--- config.mk ---
export PLATFORM = sky130hd
export DESIGN_NAME = pmsnap_regs
export DESIGN_NICKNAME = d
export VERILOG_FILES = /design/src/pkg/pmsnap_pkg.sv /design/src/rtl/pmsnap_regs.sv
export SDC_FILE = /design/constraint.sdc
export NUM_CORES = 1
export LEC_CHECK = 0
export ABC_AREA = 1
export BUFFER_PORTS_ARGS = -buffer_cell sky130_fd_sc_hd__buf_4
export CAP_MARGIN = 20
export CORE_MARGIN = 5
export CORE_UTILIZATION = 58
export CTS_CLUSTER_SIZE = 10
export DETAILED_ROUTE_END_ITERATION = 10
export PLACE_DENSITY = 0.9
export REMOVE_ABC_BUFFERS = 1
export SYNTH_ARGS = -nofsm -noshare
export SYNTH_HDL_FRONTEND = slang
export SYNTH_SLANG_ARGS = --single-unit
--- constraint.sdc ---
create_clock -name pclk -period 5.4 [get_ports pclk]
set_input_delay 0.27 -clock pclk [delete_from_list [all_inputs] [get_ports pclk]]
set_output_delay 0.27 -clock pclk [all_outputs]
set_load 0.1 [all_outputs]
--- src/pkg/pmsnap_pkg.sv ---
// Package of the snapshot and count-enable register bank.
// Assumes a 32-bit APB slave port clocked by pclk.
package pmsnap_pkg;

   // ==========================================================
   // Sizes
   localparam int unsigned NUM_EVENTS = 8;
   localparam int unsigned ADDR_W     = 12;

   // ==========================================================
   // Register byte offsets
   localparam logic [11:0] OFF_SNAP_STATUS  = 12'h610;
   localparam logic [11:0] OFF_OVF_SNAP     = 12'h614;
   localparam logic [11:0] OFF_CYC_SNAP_LO  = 12'h618;
   localparam logic [11:0] OFF_CYC_SNAP_HI  = 12'h61c;
   localparam logic [11:0] OFF_EVT_SNAP     = 12'h620;
   localparam logic [11:0] OFF_CAPTURE      = 12'h6f0;
   localparam logic [11:0] OFF_ENABLE_SET   = 12'hc00;
   localparam logic [11:0] OFF_ENABLE_CLR   = 12'hc20;
   localparam logic [11:0] OFF_SECURE_CTRL  = 12'hf00;
   localparam logic [11:0] OFF_OVF_TRIG_EN  = 12'hf08;
   localparam logic [11:0] OFF_IRQ_STATUS   = 12'hf10;
   localparam logic [11:0] OFF_IRQ_MASK     = 12'hf14;
   localparam logic [11:0] OFF_STATUS_COPY  = 12'hf40;
   localparam logic [11:0] OFF_OVF_COPY     = 12'hf60;

   // ==========================================================
   // Field positions
   localparam int unsigned BIT_NO_CAPTURE   = 0;
   localparam int unsigned BIT_CAPTURE      = 0;
   localparam int unsigned BIT_CYCLE_EN     = 31;
   localparam int unsigned BIT_NS_OVERRIDE  = 0;
   localparam int unsigned BIT_NS_DEBUG     = 1;
   localparam int unsigned BIT_IRQ_CAPTURE  = 0;
   localparam int unsigned BIT_IRQ_DENIED   = 1;
   localparam int unsigned IRQ_W            = 2;

   // ==========================================================
   // Reset values
   localparam logic       RST_NO_CAPTURE = 1'b1;
   localparam logic [7:0] RST_EVENT_EN   = 8'h00;
   localparam logic       RST_CYCLE_EN   = 1'b0;
   localparam logic [1:0] RST_SECURE     = 2'h0;
   localparam logic [7:0] RST_TRIG_EN    = 8'h00;
   localparam logic [1:0] RST_IRQ_MASK   = 2'h0;

   // ==========================================================
   // Carriers
   typedef struct packed {
      logic [63:0]                 cycle;
      logic [NUM_EVENTS-1:0][31:0] events;
      logic [NUM_EVENTS-1:0]       overflow;
   } pmsnap_counts_t;

   typedef struct packed {
      logic                  cycle;
      logic [NUM_EVENTS-1:0] events;
   } pmsnap_enable_t;

   typedef struct packed {
      logic [ADDR_W-1:0] paddr;
      logic              psel;
      logic              penable;
      logic              pwrite;
      logic [31:0]       pwdata;
      logic [3:0]        pstrb;
      logic [2:0]        pprot;
   } pmsnap_apb_req_t;

endpackage : pmsnap_pkg

--- src/rtl/pmsnap_regs.sv ---
// Snapshot shadow registers and counter enable set/clear bank.
// Assumes live counters run on pclk; snapshot request comes from another domain.
`timescale 1ns/100ps

// What this block does
// - Non-secure accesses pass only if either secure-control override bit is set.
// - Snapshot status bit 0 reads 1 if no capture, else the inverse of event 0 enable at capture; rest zero.
// - A capture copies counter overflow status into overflow snapshot bits 7:0.
// - Low cycle snapshot holds captured cycle counter bits 31:0.
// - High cycle snapshot holds bits 63:32 from the same capture.
// - Eight 32-bit event snapshot registers each take their counter on capture.
// - Writing 1 to capture register bit 0 captures all counters and overflow.
// - Status and overflow snapshot exist as one copy per event counter.
// - Enable-set bit 31 reads cycle enable; writing 1 enables, 0 ignored.
// - Enable-set bits 7:0 read event enables; writing 1 enables; 30:8 reserved.
// - Enable-clear bit 31 reads cycle enable; writing 1 disables, 0 ignored.
// - Enable-clear bits 7:0 read event enables; writing 0 changes nothing.
// - Writing 1 to enable-clear bit disables counter, seen through both registers.
// - Overflow of a counter with its trigger bit set causes a capture.
module pmsnap_regs (
   input  wire logic                       pclk,
   input  wire logic                       presetn,
   input  wire pmsnap_pkg::pmsnap_apb_req_t apb_req,
   output logic [31:0]                     prdata,
   output logic                            pready,
   output logic                            pslverr,
   input  wire pmsnap_pkg::pmsnap_counts_t  counts,
   input  wire logic [7:0]                 overflow_pulse,
   input  wire logic                       snapshot_request_in,
   output pmsnap_pkg::pmsnap_enable_t      counter_enable,
   output logic                            irq
);

   // ==========================================================
   // State
   typedef struct packed {
      logic [31:0]       rdata;
      logic              ready;
      logic              err;
      logic [1:0]        req_sync;
      logic              req_seen;
      pmsnap_pkg::pmsnap_enable_t enable;
      logic [1:0]        secure_ctrl;
      logic [7:0]        trig_en;
      logic [7:0]        no_capture;
      logic [7:0][7:0]   ovf_copy;
      logic [63:0]       cyc_snap;
      logic [7:0][31:0]  evt_snap;
      logic [pmsnap_pkg::IRQ_W-1:0] irq_status;
      logic [pmsnap_pkg::IRQ_W-1:0] irq_mask;
      logic              irq;
   } pmsnap_state_t;

   pmsnap_state_t state;
   pmsnap_state_t next_state;

   // ==========================================================
   // Address decode
   function automatic logic in_block(input logic [11:0] addr, input logic [11:0] base);
      in_block = (addr >= base) && (addr < base + 12'h020);
   endfunction : in_block

   function automatic logic [2:0] word_index(input logic [11:0] addr);
      word_index = addr[4:2];
   endfunction : word_index

   logic        setup;
   logic        commit;
   logic        allowed;
   logic        mapped;
   logic        wr;
   logic [31:0] wmask;
   logic [31:0] wbits;
   logic [31:0] rd_value;
   logic        req_rise;
   logic        sw_capture;
   logic        ovf_capture;
   logic        capture;
   logic [11:0] addr;

   assign addr    = apb_req.paddr;
   assign setup   = apb_req.psel && !apb_req.penable;
   assign commit  = apb_req.psel && apb_req.penable && state.ready;
   assign allowed = !apb_req.pprot[1] || (|state.secure_ctrl);
   assign wr      = commit && apb_req.pwrite && !state.err;

   generate
      for (genvar b = 0; b < 4; b++) begin : g_lane
         assign wmask[8*b +: 8] = {8{apb_req.pstrb[b]}};
      end
   endgenerate

   assign wbits = apb_req.pwdata & wmask;

   // ==========================================================
   // Read mux and map check
   always_comb begin
      rd_value = 32'h0000_0000;
      mapped   = 1'b1;
      if (addr == pmsnap_pkg::OFF_SNAP_STATUS) begin
         rd_value[pmsnap_pkg::BIT_NO_CAPTURE] = state.no_capture[0];
      end else if (addr == pmsnap_pkg::OFF_OVF_SNAP) begin
         rd_value[7:0] = state.ovf_copy[0];
      end else if (addr == pmsnap_pkg::OFF_CYC_SNAP_LO) begin
         rd_value = state.cyc_snap[31:0];
      end else if (addr == pmsnap_pkg::OFF_CYC_SNAP_HI) begin
         rd_value = state.cyc_snap[63:32];
      end else if (in_block(addr, pmsnap_pkg::OFF_EVT_SNAP)) begin
         rd_value = state.evt_snap[word_index(addr)];
      end else if (addr == pmsnap_pkg::OFF_CAPTURE) begin
         rd_value = 32'h0000_0000;
      end else if (addr == pmsnap_pkg::OFF_ENABLE_SET || addr == pmsnap_pkg::OFF_ENABLE_CLR) begin
         rd_value[pmsnap_pkg::BIT_CYCLE_EN] = state.enable.cycle;
         rd_value[7:0] = state.enable.events;
      end else if (addr == pmsnap_pkg::OFF_SECURE_CTRL) begin
         rd_value[1:0] = state.secure_ctrl;
      end else if (addr == pmsnap_pkg::OFF_OVF_TRIG_EN) begin
         rd_value[7:0] = state.trig_en;
      end else if (addr == pmsnap_pkg::OFF_IRQ_STATUS) begin
         rd_value[pmsnap_pkg::IRQ_W-1:0] = state.irq_status;
      end else if (addr == pmsnap_pkg::OFF_IRQ_MASK) begin
         rd_value[pmsnap_pkg::IRQ_W-1:0] = state.irq_mask;
      end else if (in_block(addr, pmsnap_pkg::OFF_STATUS_COPY)) begin
         rd_value[pmsnap_pkg::BIT_NO_CAPTURE] = state.no_capture[word_index(addr)];
      end else if (in_block(addr, pmsnap_pkg::OFF_OVF_COPY)) begin
         rd_value[7:0] = state.ovf_copy[word_index(addr)];
      end else begin
         mapped = 1'b0;
      end
      if (addr[1:0] != 2'h0) begin
         mapped = 1'b0;
      end
   end

   // ==========================================================
   // Capture sources
   assign req_rise    = state.req_sync[1] && !state.req_seen;
   assign sw_capture  = wr && addr == pmsnap_pkg::OFF_CAPTURE && wbits[pmsnap_pkg::BIT_CAPTURE];
   assign ovf_capture = |(overflow_pulse & state.trig_en);
   assign capture     = sw_capture || req_rise || ovf_capture;

   // ==========================================================
   // Next state
   always_comb begin
      next_state = state;

      // Snapshot request crosses two flops before the edge detector
      next_state.req_sync = {state.req_sync[0], snapshot_request_in};
      next_state.req_seen = state.req_sync[1];

      // Bus answer prepared in the setup cycle
      if (setup) begin
         next_state.ready = 1'b1;
         next_state.err   = !mapped || !allowed;
         next_state.rdata = (mapped && allowed && !apb_req.pwrite) ? rd_value : 32'h0000_0000;
         if (addr == pmsnap_pkg::OFF_SECURE_CTRL && apb_req.pprot[1]) begin
            next_state.err   = 1'b1;
            next_state.rdata = 32'h0000_0000;
         end
      end else if (commit) begin
         next_state.ready = 1'b0;
         next_state.err   = 1'b0;
         next_state.rdata = 32'h0000_0000;
      end

      // Register writes
      if (wr) begin
         unique case (addr)
            pmsnap_pkg::OFF_ENABLE_SET: begin
               next_state.enable.cycle  = state.enable.cycle | wbits[pmsnap_pkg::BIT_CYCLE_EN];
               next_state.enable.events = state.enable.events | wbits[7:0];
            end
            pmsnap_pkg::OFF_ENABLE_CLR: begin
               next_state.enable.cycle  = state.enable.cycle & ~wbits[pmsnap_pkg::BIT_CYCLE_EN];
               next_state.enable.events = state.enable.events & ~wbits[7:0];
            end
            pmsnap_pkg::OFF_SECURE_CTRL: begin
               next_state.secure_ctrl = wbits[1:0];
            end
            pmsnap_pkg::OFF_OVF_TRIG_EN: begin
               next_state.trig_en = wbits[7:0];
            end
            pmsnap_pkg::OFF_IRQ_MASK: begin
               next_state.irq_mask = wbits[pmsnap_pkg::IRQ_W-1:0];
            end
            default: begin
            end
         endcase
      end

      // All shadows load together
      if (capture) begin
         next_state.cyc_snap = counts.cycle;
         next_state.evt_snap = counts.events;
         for (int n = 0; n < pmsnap_pkg::NUM_EVENTS; n++) begin
            next_state.ovf_copy[n]   = counts.overflow;
            next_state.no_capture[n] = !state.enable.events[n];
         end
      end

      // Read clears, a same-cycle event wins
      if (commit && !apb_req.pwrite && !state.err && addr == pmsnap_pkg::OFF_IRQ_STATUS) begin
         next_state.irq_status = '0;
      end
      if (capture) begin
         next_state.irq_status[pmsnap_pkg::BIT_IRQ_CAPTURE] = 1'b1;
      end
      if (setup && mapped && !allowed) begin
         next_state.irq_status[pmsnap_pkg::BIT_IRQ_DENIED] = 1'b1;
      end
      next_state.irq = |(next_state.irq_status & state.irq_mask);
   end

   // ==========================================================
   // Registers
   always_ff @(posedge pclk or negedge presetn) begin
      if (!presetn) begin
         state                <= '0;
         state.no_capture     <= {8{pmsnap_pkg::RST_NO_CAPTURE}};
         state.enable.cycle   <= pmsnap_pkg::RST_CYCLE_EN;
         state.enable.events  <= pmsnap_pkg::RST_EVENT_EN;
         state.secure_ctrl    <= pmsnap_pkg::RST_SECURE;
         state.trig_en        <= pmsnap_pkg::RST_TRIG_EN;
         state.irq_mask       <= pmsnap_pkg::RST_IRQ_MASK;
      end else begin
         state <= next_state;
      end
   end

   assign prdata         = state.rdata;
   assign pready         = state.ready;
   assign pslverr        = state.err;
   assign counter_enable = state.enable;
   assign irq            = state.irq;

endmodule : pmsnap_regs

==> flow_summary.json <==
{
  "status": "finished clean",
  "rsz0062_at_grt": "false",
  "io_pins": 437,
  "setup_viol": 0,
  "wl_um": 80800,
  "synthTopCellsByCount": "389 x dfrtp_1, 345 x nand2_1, 149 x mux2_1",
  "reg2regPathDepth": 6,
  "period_share": 0.607,
  "port_buffers": 409,
  "power.total_mw": 7.79,
  "viasPerCell": 6.49,
  "period_needed_ns": 3.28,
  "cts_setup_buffers": 0,
  "critPathLaunchType": "register",
  "ctsHtreeMaxLevel": 2,
  "maxSlewViolCount": 0,
  "cts.sinks": 397,
  "root_buffer": "clkbuf_16",
  "p_leak_nw": 12.0,
  "grt_max_degree": 133,
  "grtUsageTotal": 0.450,
  "grt_pass1_wl_um": 121000,
  "antenna_found_initial": 21,
  "cts_tree": "done",
  "arrival_ns": 3.67,
  "postRouteAntennaNets": 0,
  "synth.top_cell.area_share": 0.531,
  "fin_worst_skew_ns": 0.0247,
  "detail_route.wl_per_cell_um": 28.3,
  "worst-path-max-fanout": 132,
  "min_to": "pready",
  "yosys.area.top_type": "dfrtp_1",
  "ir_worst_vdd_v": 0.000270,
  "drc": 0,
  "vias": 18500,
  "synth-main-ff-cell": "dfrtp_1",
  "avgSynthCellArea_um2": 10.5,
  "die_x_um": 188,
  "dpl.hpwl_um": 39000,
  "cp-end-kind": "register",
  "dieArea_um2": 35300,
  "regToRegEndpoint": "state[62]",
  "yosysMostFrequentCell": "dfrtp_1",
  "path_clk_slew_ns": 0.06,
  "synth_cell_types": 42,
  "async_reset_ff_frac": 1.00,
  "r2r_start": "state[398]",
  "hold_path_class": "input port to register",
  "ys_top_cells_by_area": "dfrtp_1 53%, mux2_1 9.1%, mux2_2 7.9%",
  "whs_path_depth": 4,
  "synth_area_um2": 18300,
  "drv_cap": 0,
  "start_util": 0.584,
  "syn2layout_area_growth_pct": 41.2,
  "gp_congestion": 0.916,
  "yosys_warnings": 0,
  "clock.fmax_ghz": 0.305,
  "fill_cells": 1454,
  "ys_ff_latch": 397,
  "core-area_um2": 31400,
  "cts_hold_buf": 327,
  "drtIter0Drc": 2348,
  "rows": 65,
  "power.density_nw_per_um2": 301,
  "grt_overflow": 0,
  "finalHoldViolCount": 0,
  "slew_headroom": 0.307,
  "numPlacedInstances": 2449,
  "hp-start": "apb_req[40]",
  "path_class": "register to register",
  "clock_latency_ns": 0.56,
  "drive_above_1_share": 0.268,
  "cts.repair.resized": 0,
  "worst_pin_slew_ns": 1.04,
  "dr.pass1.iters": 6,
  "fin_cells": 2854,
  "die_h_um": 188,
  "cts_buffers": 46,
  "clk_path_buf_depth": 3,
  "synth_edf_count": 0,
  "cp.required_ns": 5.80,
  "rrSetupSlack_ns": 2.12,
  "first_global_vias": 20200,
  "synth-seq-area-share": 0.542,
  "syn_inst": 1751,
  "final_nets": 2816
}
## registers in the layout (all words and copies together), names as in the netlist, named ones only
| register | cells |
|---|---|
| state | 351 |
| next_state | 2 |
| pslverr | 1 |
| pready | 1 |
| prdata | 32 |
| irq | 1 |
## layer usage
layer  part of all wire  global-route usage  vias up
met2               0.45               0.700     1935
met1               0.31               0.499     8656
met5            0.00064                   0        -
met3               0.13               0.159      648
met4               0.10               0.364       10
li1                   -                   -     7269
## cell families (layout without fill, tap and decap cells)
kind of cell | count (synthesis) | after routing | share of synthesized area
flip-flops | 397 | 397 | 0.542
AO/OA/AOI/OAI | 295 | 295 | 0.0896
multiplexers | 285 | 285 | 0.175
other | 0 | 16 | 0
AND/OR/NAND/NOR | 530 | 530 | 0.125
buffers and inverters | 244 | 929 | 0.0684
## through the flow
stage               utilization  area [µm²]  TNS (ns)  hold slack (ns)  setup slack [ns]
finish                    0.825       25900         0           0.0289              2.12
global placement          0.679       21300         0            0.336              2.17
detailed placement        0.679       21300         0            0.337              2.11
floorplan                     -       17500   -358.49          -0.0256             -1.22
CTS                       0.823       25800         0          0.00644              2.32
global route              0.825       25900         0           0.0336              2.11
## power breakdown
part	internal (mW)	total [mW]	switching, mW
clock	1.60	2.87	1.27
sequential	3.34	3.63	0.297
combinational	0.650	1.29	0.638
## placed cells by master, fill, tap and decap left out, types with 2 or more instances in the layout
cell / count
o22ai_1: 97
dlygate4sd3_1: 328
mux2_2: 129
nand2_1: 341
o21ai_1: 54
diode_2: 16
buf_4: 423
nand3_1: 74
clkinv_2: 2
nand4_1: 9
nor3_1: 9
clkbuf_1: 9
dfstp_2: 8
inv_1: 103
a21oi_1: 36
nand3_2: 5
mux2_1: 149
buf_12: 3
o21ai_0: 92
nor3_2: 2
nor2_4: 6
nor4_1: 4
mux2i_1: 7
dfrtp_1: 389
inv_2: 7
nand2_2: 6
inv_6: 2
o2111ai_1: 3
clkinv_1: 2
nor2_1: 62
a22oi_1: 2
clkbuf_16: 46
nor2_2: 4
o211ai_1: 9
## cell type report
class | count | area, µm² | area share
clock inverters | 5 | 68.8 | 0.00266
well taps | 402 | 503 | 0.0194
inverters | 113 | 425 | 0.0164
repair buffers | 755 | 6530 | 0.252
flip-flops and latches | 397 | 9940 | 0.384
clock buffers | 56 | 1200 | 0.0463
diodes | 16 | 40.0 | 0.00155
multi-input cells | 1110 | 7180 | 0.277
## worst max path at each step
stage | startpoint | to | slack [ns]
global route | state[398] | state[62] | 2.11
finish | state[398] | state[62] | 2.12
floorplan | pready | state[101] | -1.22
detailed placement | apb_req[46] | prdata[10] | 2.11
global placement | apb_req[44] | state[158] | 2.17
CTS | state[398] | state[62] | 2.32
## critical path, stage by stage (launching register included)
cell and delay, ns:
dfrtp_1 0.42, a22oi_1 0.25, nand3_1 0.11, nor3_1 0.53, nand2_8 0.66, buf_4 0.55
mux2_1 0.47
Power figures use the tool's default switching activity.
